<file path="src/core/tro_pkg.sv">
package tro_pkg;

    // Trap vectors: new program counter word, then status word.
    localparam logic [15:0] EMT_VEC = 16'h0018;
    localparam logic [15:0] SWT_VEC = 16'h001c;
    localparam logic [15:0] VEC_PS_OFS = 16'h0002;
    localparam logic [15:0] WORD_STEP = 16'h0002;

    // Opcode boundaries and fixed opcodes.
    localparam logic [15:0] EMT_LO = 16'h8800;
    localparam logic [15:0] EMT_HI = 16'h88ff;
    localparam logic [15:0] SWT_LO = 16'h8900;
    localparam logic [15:0] SWT_HI = 16'h89ff;
    localparam logic [15:0] OP_STOP = 16'h0000;
    localparam logic [15:0] OP_IRET = 16'h0002;
    localparam logic [15:0] OP_RTT = 16'h0006;
    localparam logic [8:0] OP_MFP_HI = 9'h035;
    localparam logic [8:0] OP_MTP_HI = 9'h036;
    localparam logic [9:0] OP_WRITE_STATUS_BYTE_HI = 10'h234;
    localparam logic [9:0] OP_READ_STATUS_BYTE_HI = 10'h237;

    // Status word fields.
    localparam int PS_N = 3;
    localparam int PS_Z = 2;
    localparam int PS_V = 1;
    localparam int PS_C = 0;
    localparam int PS_T = 4;
    localparam int PS_SIGN = 7;
    localparam int PS_CUR_HI = 15;
    localparam int PS_CUR_LO = 14;
    localparam int PS_PRV_HI = 13;
    localparam int PS_PRV_LO = 12;
    localparam logic [1:0] SPACE_KERNEL = 2'h0;

    // Wishbone register map and fields.
    localparam logic [3:0] REG_STATUS = 4'h0;
    localparam logic [3:0] REG_CONTROL = 4'h4;
    localparam logic [3:0] REG_CONSOLE = 4'h8;
    localparam int ST_HALTED_BIT = 0;
    localparam int ST_BUSY_BIT = 1;
    localparam int ST_ILLEGAL_BIT = 2;
    localparam int CTL_CONT_BIT = 0;
    localparam logic [31:0] RESET_WORD = 32'h0000_0000;

    typedef enum logic [3:0] {
        TRO_NONE, TRO_EMT, TRO_SWT, TRO_IRET, TRO_RTT, TRO_MFP, TRO_MTP,
        TRO_READ_STATUS_BYTE, TRO_WRITE_STATUS_BYTE, TRO_STOP
    } tro_op_e;

endpackage

</file>
<file path="src/core/tro_unit.sv">
// Chosen here: the address map and the Wishbone register port.
`timescale 1ns/100ps
module tro_unit
    import tro_pkg::*;
#(
    parameter int WB_AW = 4
) (
    input wire logic clk_sys,
    input wire logic reset_n,
    input wire logic wb_cyc_i,
    input wire logic wb_stb_i,
    input wire logic wb_we_i,
    input wire logic [WB_AW-1:0] wb_adr_i,
    input wire logic [3:0] wb_sel_i,
    input wire logic [31:0] wb_dat_i,
    output logic [31:0] wb_dat_o,
    output logic wb_ack_o,
    input wire logic start,
    input wire logic [15:0] instr,
    input wire logic [15:0] pc_in,
    input wire logic [15:0] sp_in,
    input wire logic [15:0] ps_in,
    input wire logic [15:0] ea_in,
    input wire logic ea_is_reg,
    input wire logic [15:0] reg_val_in,
    output logic busy,
    output logic done,
    output logic [15:0] pc_out,
    output logic [15:0] sp_out,
    output logic [15:0] ps_out,
    output logic reg_wr,
    output logic [15:0] reg_wr_data,
    output logic trace_trap,
    output logic illegal,
    output logic mem_req,
    output logic mem_we,
    output logic mem_byte,
    output logic [1:0] mem_space,
    output logic [15:0] mem_addr,
    output logic [15:0] mem_wdata,
    input wire logic [15:0] mem_rdata,
    input wire logic mem_ack,
    output logic bus_abort,
    output logic bus_init,
    input wire logic continue_key,
    output logic halted,
    output logic resume,
    output logic [15:0] console_data
);
    import tro_pkg::*;

    // Refuses an address width that cannot reach the register map.
    if (WB_AW < 4) begin : g_aw_check
        $error("WB_AW too small for the register map.");
    end

    typedef enum logic [3:0] {
        ST_IDLE, ST_PUSH_PS, ST_PUSH_PC, ST_VEC_PC, ST_VEC_PS, ST_POP_PC,
        ST_POP_PS, ST_SRC_RD, ST_PUSH_W, ST_MTP_POP, ST_DST_WR, ST_FINISH,
        ST_HALTED
    } tro_state_e;

    function automatic tro_op_e tro_decode(input logic [15:0] op);
        tro_op_e k;
        k = TRO_NONE;
        if (op >= EMT_LO && op <= EMT_HI) begin
            k = TRO_EMT;
        end else if (op >= SWT_LO && op <= SWT_HI) begin
            k = TRO_SWT;
        end else if (op == OP_IRET) begin
            k = TRO_IRET;
        end else if (op == OP_RTT) begin
            k = TRO_RTT;
        end else if (op == OP_STOP) begin
            k = TRO_STOP;
        end else if (op[14:6] == OP_MFP_HI) begin
            k = TRO_MFP;
        end else if (op[14:6] == OP_MTP_HI) begin
            k = TRO_MTP;
        end else if (op[15:6] == OP_READ_STATUS_BYTE_HI) begin
            k = TRO_READ_STATUS_BYTE;
        end else if (op[15:6] == OP_WRITE_STATUS_BYTE_HI) begin
            k = TRO_WRITE_STATUS_BYTE;
        end
        return k;
    endfunction

    tro_state_e state_q;
    tro_op_e kind_q;
    logic [15:0] sp_q;
    logic [15:0] ps_q;
    logic [15:0] pc_q;
    logic [15:0] ea_q;
    logic [15:0] vec_q;
    logic [15:0] tmp_q;
    logic dst_reg_q;
    logic cont_req_q;
    logic m_act;
    logic m_we;
    logic m_byte;
    logic [1:0] m_space;
    logic [15:0] m_addr;
    logic [15:0] m_wdata;
    tro_op_e dec_k;
    logic [7:0] ps_lo_new;

    assign dec_k = tro_decode(instr);
    // Trace flag is kept from the old status, the rest is the source byte.
    assign ps_lo_new = {tmp_q[7:5], ps_q[PS_T], tmp_q[3:0]};

    always_comb begin
        m_act = 1'b1;
        m_we = 1'b0;
        m_byte = 1'b0;
        m_space = ps_q[PS_CUR_HI:PS_CUR_LO];
        m_addr = sp_q;
        m_wdata = tmp_q;
        unique case (state_q)
            ST_PUSH_PS: begin
                m_we = 1'b1;
                m_addr = sp_q - WORD_STEP;
                m_wdata = ps_q;
            end
            ST_PUSH_PC, ST_PUSH_W: begin
                m_we = 1'b1;
                m_addr = sp_q - WORD_STEP;
                m_wdata = (state_q == ST_PUSH_PC) ? pc_q : tmp_q;
            end
            ST_VEC_PC: begin
                m_space = SPACE_KERNEL;
                m_addr = vec_q;
            end
            ST_VEC_PS: begin
                m_space = SPACE_KERNEL;
                m_addr = vec_q + VEC_PS_OFS;
            end
            ST_POP_PC, ST_POP_PS, ST_MTP_POP: begin
                m_addr = sp_q;
            end
            ST_SRC_RD: begin
                m_byte = (kind_q == TRO_WRITE_STATUS_BYTE);
                m_addr = ea_q;
                if (kind_q == TRO_MFP) begin
                    m_space = ps_q[PS_PRV_HI:PS_PRV_LO];
                end
            end
            ST_DST_WR: begin
                m_we = 1'b1;
                m_addr = ea_q;
                m_byte = (kind_q == TRO_READ_STATUS_BYTE);
                if (kind_q == TRO_MTP) begin
                    m_space = ps_q[PS_PRV_HI:PS_PRV_LO];
                end
            end
            default: begin
                m_act = 1'b0;
            end
        endcase
    end

    // Memory request is held until acknowledged, then dropped.
    always_ff @(posedge clk_sys or negedge reset_n) begin
        if (!reset_n) begin
            mem_req <= 1'b0;
            mem_we <= 1'b0;
            mem_byte <= 1'b0;
            mem_space <= SPACE_KERNEL;
            mem_addr <= RESET_WORD[15:0];
            mem_wdata <= RESET_WORD[15:0];
        end else if (mem_req && mem_ack) begin
            mem_req <= 1'b0;
        end else if (m_act && !mem_req) begin
            mem_req <= 1'b1;
            mem_we <= m_we;
            mem_byte <= m_byte;
            mem_space <= m_space;
            mem_addr <= m_addr;
            mem_wdata <= m_wdata;
        end
    end

    logic acked;
    assign acked = mem_req && mem_ack;

    always_ff @(posedge clk_sys or negedge reset_n) begin
        if (!reset_n) begin
            state_q <= ST_IDLE;
            kind_q <= TRO_NONE;
            sp_q <= RESET_WORD[15:0];
            ps_q <= RESET_WORD[15:0];
            pc_q <= RESET_WORD[15:0];
            ea_q <= RESET_WORD[15:0];
            vec_q <= RESET_WORD[15:0];
            tmp_q <= RESET_WORD[15:0];
            dst_reg_q <= 1'b0;
            done <= 1'b0;
            reg_wr <= 1'b0;
            reg_wr_data <= RESET_WORD[15:0];
            trace_trap <= 1'b0;
            illegal <= 1'b0;
            bus_abort <= 1'b0;
            halted <= 1'b0;
            resume <= 1'b0;
            console_data <= RESET_WORD[15:0];
        end else begin
            done <= 1'b0;
            reg_wr <= 1'b0;
            trace_trap <= 1'b0;
            bus_abort <= 1'b0;
            resume <= 1'b0;
            unique case (state_q)
                ST_IDLE: begin
                    if (start) begin
                        kind_q <= dec_k;
                        sp_q <= sp_in;
                        ps_q <= ps_in;
                        pc_q <= pc_in;
                        ea_q <= ea_in;
                        dst_reg_q <= ea_is_reg;
                        tmp_q <= reg_val_in;
                        illegal <= (dec_k == TRO_NONE);
                        vec_q <= (dec_k == TRO_EMT) ? EMT_VEC : SWT_VEC;
                        unique case (dec_k)
                            TRO_EMT, TRO_SWT: begin
                                state_q <= ST_PUSH_PS;
                            end
                            TRO_IRET, TRO_RTT: begin
                                state_q <= ST_POP_PC;
                            end
                            TRO_MFP, TRO_WRITE_STATUS_BYTE: begin
                                // No mode check on status moves.
                                state_q <= ea_is_reg ? ST_FINISH : ST_SRC_RD;
                                if (ea_is_reg && dec_k == TRO_MFP) begin
                                    state_q <= ST_PUSH_W;
                                end
                            end
                            TRO_MTP: begin
                                state_q <= ST_MTP_POP;
                            end
                            TRO_READ_STATUS_BYTE: begin
                                tmp_q <= {8'h00, ps_in[7:0]};
                                state_q <= ea_is_reg ? ST_FINISH : ST_DST_WR;
                            end
                            TRO_STOP: begin
                                // PC already points past the stop.
                                halted <= 1'b1;
                                console_data <= pc_in;
                                bus_abort <= 1'b1;
                                state_q <= ST_HALTED;
                            end
                            default: begin
                                state_q <= ST_FINISH;
                            end
                        endcase
                    end
                end
                ST_PUSH_PS, ST_PUSH_PC, ST_PUSH_W: begin
                    if (acked) begin
                        sp_q <= sp_q - WORD_STEP;
                        if (state_q == ST_PUSH_PS) begin
                            state_q <= ST_PUSH_PC;
                        end else if (state_q == ST_PUSH_PC) begin
                            state_q <= ST_VEC_PC;
                        end else begin
                            state_q <= ST_FINISH;
                        end
                    end
                end
                ST_VEC_PC: begin
                    if (acked) begin
                        pc_q <= mem_rdata;
                        state_q <= ST_VEC_PS;
                    end
                end
                ST_VEC_PS: begin
                    if (acked) begin
                        ps_q <= mem_rdata;
                        state_q <= ST_FINISH;
                    end
                end
                ST_POP_PC, ST_POP_PS, ST_MTP_POP: begin
                    if (acked) begin
                        sp_q <= sp_q + WORD_STEP;
                        if (state_q == ST_POP_PC) begin
                            pc_q <= mem_rdata;
                            state_q <= ST_POP_PS;
                        end else if (state_q == ST_POP_PS) begin
                            ps_q <= mem_rdata;
                            state_q <= ST_FINISH;
                        end else begin
                            tmp_q <= mem_rdata;
                            state_q <= dst_reg_q ? ST_FINISH : ST_DST_WR;
                        end
                    end
                end
                ST_SRC_RD: begin
                    if (acked) begin
                        tmp_q <= mem_rdata;
                        state_q <= (kind_q == TRO_MFP) ? ST_PUSH_W : ST_FINISH;
                    end
                end
                ST_DST_WR: begin
                    if (acked) begin
                        state_q <= ST_FINISH;
                    end
                end
                ST_FINISH: begin
                    done <= 1'b1;
                    state_q <= ST_IDLE;
                    unique case (kind_q)
                        TRO_IRET: begin
                            trace_trap <= ps_q[PS_T];
                        end
                        TRO_MFP, TRO_MTP: begin
                            ps_q[PS_N] <= tmp_q[15];
                            ps_q[PS_Z] <= (tmp_q == 16'h0000);
                            ps_q[PS_V] <= 1'b0;
                            reg_wr <= (kind_q == TRO_MTP) && dst_reg_q;
                            reg_wr_data <= tmp_q;
                        end
                        TRO_READ_STATUS_BYTE: begin
                            ps_q[PS_N] <= ps_q[PS_SIGN];
                            ps_q[PS_Z] <= (ps_q[7:0] == 8'h00);
                            ps_q[PS_V] <= 1'b0;
                            reg_wr <= dst_reg_q;
                            reg_wr_data <= {{8{ps_q[PS_SIGN]}}, ps_q[7:0]};
                        end
                        TRO_WRITE_STATUS_BYTE: begin
                            ps_q[7:0] <= ps_lo_new;
                        end
                        default: begin
                        end
                    endcase
                end
                ST_HALTED: begin
                    if (continue_key || cont_req_q) begin
                        halted <= 1'b0;
                        resume <= 1'b1;
                        state_q <= ST_IDLE;
                    end
                end
                default: begin
                    state_q <= ST_IDLE;
                end
            endcase
        end
    end

    assign busy = (state_q != ST_IDLE);
    assign pc_out = pc_q;
    assign sp_out = sp_q;
    assign ps_out = ps_q;

    // Bus initialize is held low; this block never asserts it.
    always_ff @(posedge clk_sys or negedge reset_n) begin
        if (!reset_n) begin
            bus_init <= 1'b0;
        end else begin
            bus_init <= 1'b0;
        end
    end

    // Wishbone slave: one wait state, unmapped reads give zero.
    logic wb_hit;
    assign wb_hit = wb_cyc_i && wb_stb_i && !wb_ack_o;

    always_ff @(posedge clk_sys or negedge reset_n) begin
        if (!reset_n) begin
            wb_ack_o <= 1'b0;
            wb_dat_o <= RESET_WORD;
            cont_req_q <= 1'b0;
        end else begin
            wb_ack_o <= wb_hit;
            cont_req_q <= 1'b0;
            if (wb_hit && wb_we_i && wb_sel_i[0]
                    && wb_adr_i[3:0] == REG_CONTROL) begin
                cont_req_q <= wb_dat_i[CTL_CONT_BIT];
            end
            wb_dat_o <= RESET_WORD;
            if (wb_hit && !wb_we_i) begin
                unique case (wb_adr_i[3:0])
                    REG_STATUS: begin
                        wb_dat_o[ST_HALTED_BIT] <= halted;
                        wb_dat_o[ST_BUSY_BIT] <= busy;
                        wb_dat_o[ST_ILLEGAL_BIT] <= illegal;
                    end
                    REG_CONSOLE: begin
                        wb_dat_o[15:0] <= console_data;
                    end
                    default: begin
                    end
                endcase
            end
        end
    end

    a_emt_vector: assert property (@(posedge clk_sys) disable iff (!reset_n)
        (mem_req && state_q == ST_VEC_PC && kind_q == TRO_EMT)
        |-> mem_addr == EMT_VEC) else $error("Bad emulator vector.");
    a_swt_vector: assert property (@(posedge clk_sys) disable iff (!reset_n)
        (mem_req && state_q == ST_VEC_PS && kind_q == TRO_SWT)
        |-> mem_addr == SWT_VEC + VEC_PS_OFS) else $error("Bad vector.");
    a_vec_flags: assert property (@(posedge clk_sys) disable iff (!reset_n)
        (state_q == ST_VEC_PS && acked) |=> ps_q == $past(mem_rdata))
        else $error("Status not loaded from vector.");
    a_iret_trace: assert property (@(posedge clk_sys) disable iff (!reset_n)
        (state_q == ST_FINISH && kind_q == TRO_IRET && ps_q[PS_T])
        |=> trace_trap && done) else $error("Missing trace trap.");
    a_rtt_no_trace: assert property (@(posedge clk_sys) disable iff (!reset_n)
        (state_q == ST_FINISH && kind_q == TRO_RTT) |=> !trace_trap)
        else $error("Trace trap not deferred.");
    a_push_predec: assert property (@(posedge clk_sys) disable iff (!reset_n)
        (acked && mem_we && state_q == ST_PUSH_PS)
        |=> sp_q == $past(mem_addr)) else $error("Bad push.");
    a_write_status_byte_trace: assert property (@(posedge clk_sys) disable iff (!reset_n)
        (state_q == ST_FINISH && kind_q == TRO_WRITE_STATUS_BYTE)
        |=> $stable(ps_q[PS_T])) else $error("Trace flag moved.");
    a_read_status_byte_sext: assert property (@(posedge clk_sys) disable iff (!reset_n)
        (reg_wr && kind_q == TRO_READ_STATUS_BYTE)
        |-> reg_wr_data[15:8] == {8{reg_wr_data[7]}})
        else $error("No sign extension.");
    a_stop_quiet: assert property (@(posedge clk_sys) disable iff (!reset_n)
        halted |-> !mem_req && !bus_init)
        else $error("Bus active while stopped.");
    a_wb_ack_drop: assert property (@(posedge clk_sys) disable iff (!reset_n)
        wb_ack_o |=> !wb_ack_o) else $error("Ack held two cycles.");

    c_emt_done: cover property (@(posedge clk_sys) disable iff (!reset_n)
        done && kind_q == TRO_EMT);
    c_iret_trace: cover property (@(posedge clk_sys) disable iff (!reset_n)
        trace_trap);
    c_halt_resume: cover property (@(posedge clk_sys) disable iff (!reset_n)
        resume);
    c_mtp_mem: cover property (@(posedge clk_sys) disable iff (!reset_n)
        done && kind_q == TRO_MTP && !dst_reg_q);

endmodule

</file>
<file path="config.mk">
export PLATFORM = sky130hd
export DESIGN_NAME = tro_unit
export DESIGN_NICKNAME = d
export VERILOG_FILES = /design/src/core/tro_pkg.sv /design/src/core/tro_unit.sv
export SDC_FILE = /design/constraint.sdc
export NUM_CORES = 1
export LEC_CHECK = 0
export ABC_AREA = 1
export BUFFER_PORTS_ARGS = -buffer_cell sky130_fd_sc_hd__buf_2
export CORE_ASPECT_RATIO = 1.2
export CORE_MARGIN = 1
export CORE_UTILIZATION = 47
export CTS_CLUSTER_SIZE = 16
export DETAILED_ROUTE_END_ITERATION = 16
export PLACE_DENSITY = 0.86
export SETUP_SLACK_MARGIN = 0.4
export SLEW_MARGIN = 20
export SYNTH_ARGS = -nofsm -noshare
export SYNTH_HDL_FRONTEND = slang
export SYNTH_SLANG_ARGS = --single-unit
</file>
<file path="constraint.sdc">
create_clock -name clk_sys -period 1.6 [get_ports clk_sys]
set_input_delay 0.16 -clock clk_sys [delete_from_list [all_inputs] [get_ports clk_sys]]
set_output_delay 0.16 -clock clk_sys [all_outputs]
set_load 0.01 [all_outputs]
</file>
## Word level (Yosys, flattened, before mapping)

Cells that the tools add are included.

- Register bits after elaboration: 199
- Word-level logic and storage cells: 226
- Input bits: 161
- Output and inout port bits: 159

- Reductions and logical operators: 56
- Equal/unequal tests: 49
- Bitwise gates (word level): 2
- Muxes and demuxes: 82
- $add $sub $neg: 3
- $lt $le $gt $ge: 4

Operator list:

| kind | number |
|---|---|
| two-way mux 16 bit | 18 |
| case mux 16 bit (3 select lines) | 3 |
| two-way mux 4 bit | 22 |
| case mux 16 bit (2 select lines) | 2 |
| case mux 16 bit (4 select lines) | 1 |
| equality test 4 x 3 -> 1 bit, second input constant | 12 |
| equality test 4 bit, second input constant | 9 |
| adder 16 x 2 -> 16 bit, second input constant | 2 |
| greater-or-equal comparator 16 bit, second input constant | 2 |
| <= comparator 16 bit, second input constant | 2 |
| logical NOT 16 bit | 2 |
| case mux 8 bit (4 select lines) | 1 |
| case mux 4 bit (7 select lines) | 1 |
| AND reduction 7 bit | 4 |
| case mux 4 bit (6 select lines) | 1 |
| case mux 8 bit (3 select lines) | 1 |
| != test 2 bit, second input constant | 11 |
| two-way mux 1 bit | 21 |
| equality test 10 bit, second input constant | 2 |
| equality test 4 x 2 -> 1 bit, second input constant | 5 |
| equality test 9 x 6 -> 1 bit, second input constant | 2 |
| equality test 16 x 2 -> 1 bit, second input constant | 1 |
| equality test 16 x 3 -> 1 bit, second input constant | 1 |
| OR reduction 2 bit | 8 |
| other kinds (28) | 62 |

## Logic depth before layout (Yosys ltp)

- Depth in word-level cells: 16
- Depth in mapped cells: 14
- Mapped depth without buffers: 14

## Worst setup path after synthesis

OpenSTA, ideal clock, no wires.

- Path type: register -> register
- Start point: reg state_q[3]
- End point: reg console_data[15]
- Clock period less this slack: 1.747 ns
- Data arrival time: 1.630 ns
- Cell stages (with the launch flop): 12
- Path slack: -0.147 ns
- Path buffers: 1
- Library setup time: 0.118 ns
- Required time: 1.482 ns
- Path through: dfrtp_1 -> nor2_2 -> inv_2 -> nor2_8 -> inv_4 -> nor2_4 -> inv_2 -> nor2_4 -> inv_2 -> buf_6 -> nand2_1 -> o21ai_2

- Word-level cells in the longest chain between the ends: 2

RTL lines:

| element | RTL line | source |
|---|---|---|
| from (decl) | tro_unit.sv:88 | `tro_state_e state_q;` |
| from (signal assigned) | tro_unit.sv:232 | `state_q <= ea_is_reg ? ST_FINISH : ST_SRC_RD;` |
| from (signal assigned) | tro_unit.sv:242 | `state_q <= ea_is_reg ? ST_FINISH : ST_DST_WR;` |
| from (signal assigned) | tro_unit.sv:292 | `state_q <= dst_reg_q ? ST_FINISH : ST_DST_WR;` |
| logical NOT 4 bit | tro_unit.sv:211 | `unique case (state_q)` |
| AND reduction 3 bit (no line) | -- |  |
| to (signal assigned) | tro_unit.sv:204 | `console_data <= RESET_WORD[15:0];` |
| to (signal assigned) | tro_unit.sv:247 | `console_data <= pc_in;` |
| to (decl) | tro_unit.sv:48 | `output logic [15:0] console_data` |

No other way between the ends.
A chain may end at the register's enable or synchronous reset.

## Worst setup path after layout

- Start point: reg state_q[1]
- End point: reg ps_q[7], in the netlist ps_out[7]

- Word-level cells in the longest chain between the ends: 4
- Elaborated cells on any way between the ends: 16
- Those cells by class: eq/ne (11); mux (1); reduce/logical (4)

RTL lines:

| element | RTL line | source |
|---|---|---|
| equality test 4 x 3 -> 1 bit (tied with other cells) | tro_unit.sv:211, tro_unit.sv:284 |  |
| OR reduction 3 bit | tro_unit.sv:211 |  |
| nonzero test 4 bit (no line) / != test 2 bit (equally long branches) | -- |  |
| AND reduction 7 bit (no line) | -- |  |
| to (signal assigned) | tro_unit.sv:216 | `ps_q <= ps_in;` |
| to (signal assigned) | tro_unit.sv:277 | `ps_q <= mem_rdata;` |
| to (signal assigned) | tro_unit.sv:288 | `ps_q <= mem_rdata;` |
| to (decl) | tro_unit.sv:91 | `logic [15:0] ps_q;` |

Parallel ways exist; a longest one is shown, timed or not.

==> qor.yml <==
io_buffer_count: 268
dp_hpwl_um: 27980
start_util_pct: 48.00
grt_usage_pct: 36.47
clock-sinks: 185
grt.overflow.total: 0
netlist.area_leader.share_pct: 45.83
clk_path_buf_depth: 2
slew_viol_final: 0
syn_inst: 1368
grt_pass1_vias: 11520
maxSlewHeadroom_pct: 67.37
grt-busiest-layer: "met2"
worst_setup_path_end_kind: "register"
die_w_um: 135.8
critPathMaxFanout: 5
multi_input_area_sq_mm: 0.005827
pin_count: 320
syn_area_sq_mm: 0.01010
yosys-top-cells-count: "421 x nand2_1, 185 x dfrtp_1, 135 x inv_1"
seq_area_sq_mm: 0.004658
nets: 2064
worstPathRequired_ps: 1920
clk_latency_ps: 450
seq_area_frac_synth_pct: 45.83
p_leak_uw: 0.008550
dpl-instance-area_sq_mm: 0.01285
yosys.area.top_type: "dfrtp_1"
cts_buffers: 17
cts_root_buffer: "clkbuf_16"
grt_setup_unrepaired: "yes"
finalInstanceArea_sq_mm: 0.01674
cts_tree: "built"
maxCapViolCount: 0
min_period_ps: 2032
finalWorstSetupSlack_ps: -432.3
setup_viol: 165
yosysMostFrequentCell: "nand2_1"
ir_drop_mv: 1.376
ant_nets: 0
first_pass_iters: 6
regToRegEndpoint: "ps_out[7]"
fin_util_pct: 79.54
clock_skew_ps: 16.08
crit_type: "reg2reg"
syn_area_per_cell_sq_um: 7.385
die_h_um: 162.6
yosys_warnings: 0
hold_end: "tmp_q[13]"
status: "finished, violations left"
cts.clk_slew.worst_paths_ps: 90
synthTopCellsByArea: "dfrtp_1 46%, nand2_1 16%, o21ai_0 5.9%"
synth_cell_types: 45
nFillCells: 1237
drive_gt1_share_pct: 46.34
drc: 0
synth-edff-count: 0
power.total_uw: 37670
powerDensity_mw_per_mm2: 2250
worst_pin_slew_ps: 484.4
rr_startpoint: "state_q[1]"
synth_ff_type: "dfrtp_1"
use_met1_pct: 41.29
htreeDepth: 4
gr-usage-met3_pct: 7.376
wl_per_cell_um: 22.09
hold_viol: 1
synthArstFlopShare_pct: 100.0
synthToLayoutAreaGrowth_pct: 65.70
grt_pass1_wl_um: 60740
antenna_found_initial: 1
grt_use_met2_pct: 62.18
ys_ff_latch: 185
n_antenna_cell: 0
gp_congestion: 0.9421
whs_ps: -1.420
rrSetupSlack_ps: -430
row_count: 58
grt_max_degree: 53
core_area_sq_mm: 0.02105
cp.arrival_ps: 2350
cp-start-kind: "register"
vias: 13080
violations: "hold timing, setup timing"
min_path_cells: 3
reg2reg_depth: 11
fin_crit_sh_pct: 127.0
routed_wl_um: 48240
die-area_sq_mm: 0.02209
drt_iter0_markers: 1361
viasPerCell: 5.989
min_path_type: "in2reg"
max_freq_ghz: 0.4920
hold_start: "reg_val_in[13]"
dpl_worst_slack_ps: -269.5
## cell usage in the layout, fill, tap and decap left out, types with 3 or more instances in the layout
cell type and n:
a21oi_1 9, a21oi_2 19, a21oi_4 6, a31oi_1 11, buf_12 25, buf_16 4
buf_2 248, buf_4 141, buf_6 75, buf_8 13, clkbuf_16 28, clkinv_8 6
conb_1 17, dfrtp_1 162, dfrtp_2 23, dlygate4sd3_1 42, inv_1 130, inv_2 15
inv_4 8, inv_6 6, inv_8 3, nand2_1 309, nand2_2 82, nand2_4 37
nand3_1 71, nand3_2 5, nand4_1 20, nor2_1 100, nor2_2 12, nor2_4 30
nor3_1 11, nor4_1 4, o2111ai_2 6, o2111ai_4 6, o211ai_1 8, o21ai_0 46
o21ai_1 72, o21ai_2 62, o22ai_1 6, xor2_1 3
## routing by layer
metal / up-vias / share of wire (%)
met1: 6153 / 33
met5: - / 0.027
li1: 5494 / -
met4: 2 / 8.8
met2: 1076 / 47
met3: 355 / 11
## area by class of cell
cell class	instances	share of cell area, %
inverters	156	3.767
multi-input cells	979	34.81
clock buffers	18	2.624
repair buffers	561	27.87
well taps	270	2.018
repair inverters	1	0.06727
flip-flops and latches	185	27.83
clock inverters	14	1.017
## flip-flops by register name (all words and copies together) (netlist names), 2 cells and up
name and count:
sp_out 16, reg_wr_data 16, mem_space 2, ea_q 16, mem_addr 16, ps_out 16, wb_dat_o 16, console_data 16
mem_wdata 16, vec_q 2, state_q 4, pc_out 16, tmp_q 16, kind_q 4
## logic make-up after synthesis
group                    count (synthesis)  share of synthesized area (%)
buffers and inverters                  220                          9.475
multiplexers                             1                        0.09909
flip-flops                             185                          45.83
other                                    1                        0.03712
AO/OA/AOI/OAI                          264                          14.86
AND/OR/NAND/NOR                        692                          29.19
adder cells (fa/ha/maj)                  2                         0.2477
XOR/XNOR                                 3                         0.2601
## critical path, stage by stage, from the launching register on
cell and delay (ps):
dfrtp_2 460, buf_6 140, nor2_4 130, buf_6 130
nand2_2 80, buf_6 150, nand2_4 100, nor2_2 60
inv_1 210, nor2_1 100, o21ai_1 230, nand2_1 110
## how the worst max path moves through the flow
stage / to / start / depth (start not counted)
6_report: ps_out[7] / state_q[1] / 11
3_3_place_gp: ps_out[0] / state_q[3] / 12
5_1_grt: tmp_q[2] / state_q[0] / 11
2_1_floorplan: ps_out[7] / state_q[2] / 13
3_5_place_dp: mem_addr[10] / state_q[1] / 8
4_1_cts: pc_out[13] / state_q[1] / 11
## report_power, final
| group | internal (uW) | leakage, uW | switching, uW |
|---|---|---|---|
| combinational | 11100 | 0.00592 | 13800 |
| sequential | 6460 | 0.00233 | 1840 |
| clock | 2160 | 0.000295 | 2230 |
| total | 19800 | 0.00855 | 17900 |
## per-stage QoR
stage | TNS [ps] | instances
after global routing | -55200 | 2184
after floorplan | -3379 | 1384
after global placement | -17060 | 2001
after CTS | -21320 | 2106
final | -44130 | 2184
after detailed placement | -22330 | 2001
## timing repair
item,4_1_cts,5_1_grt
gates resized for setup,126,398
buffers inserted,26,59
pin swaps,24,64
hold buffers,42,1
hold endpoints to repair,195,1
gates cloned,5,18
endpoints found under the setup margin,212,224
(Power assumes the default switching activity.)
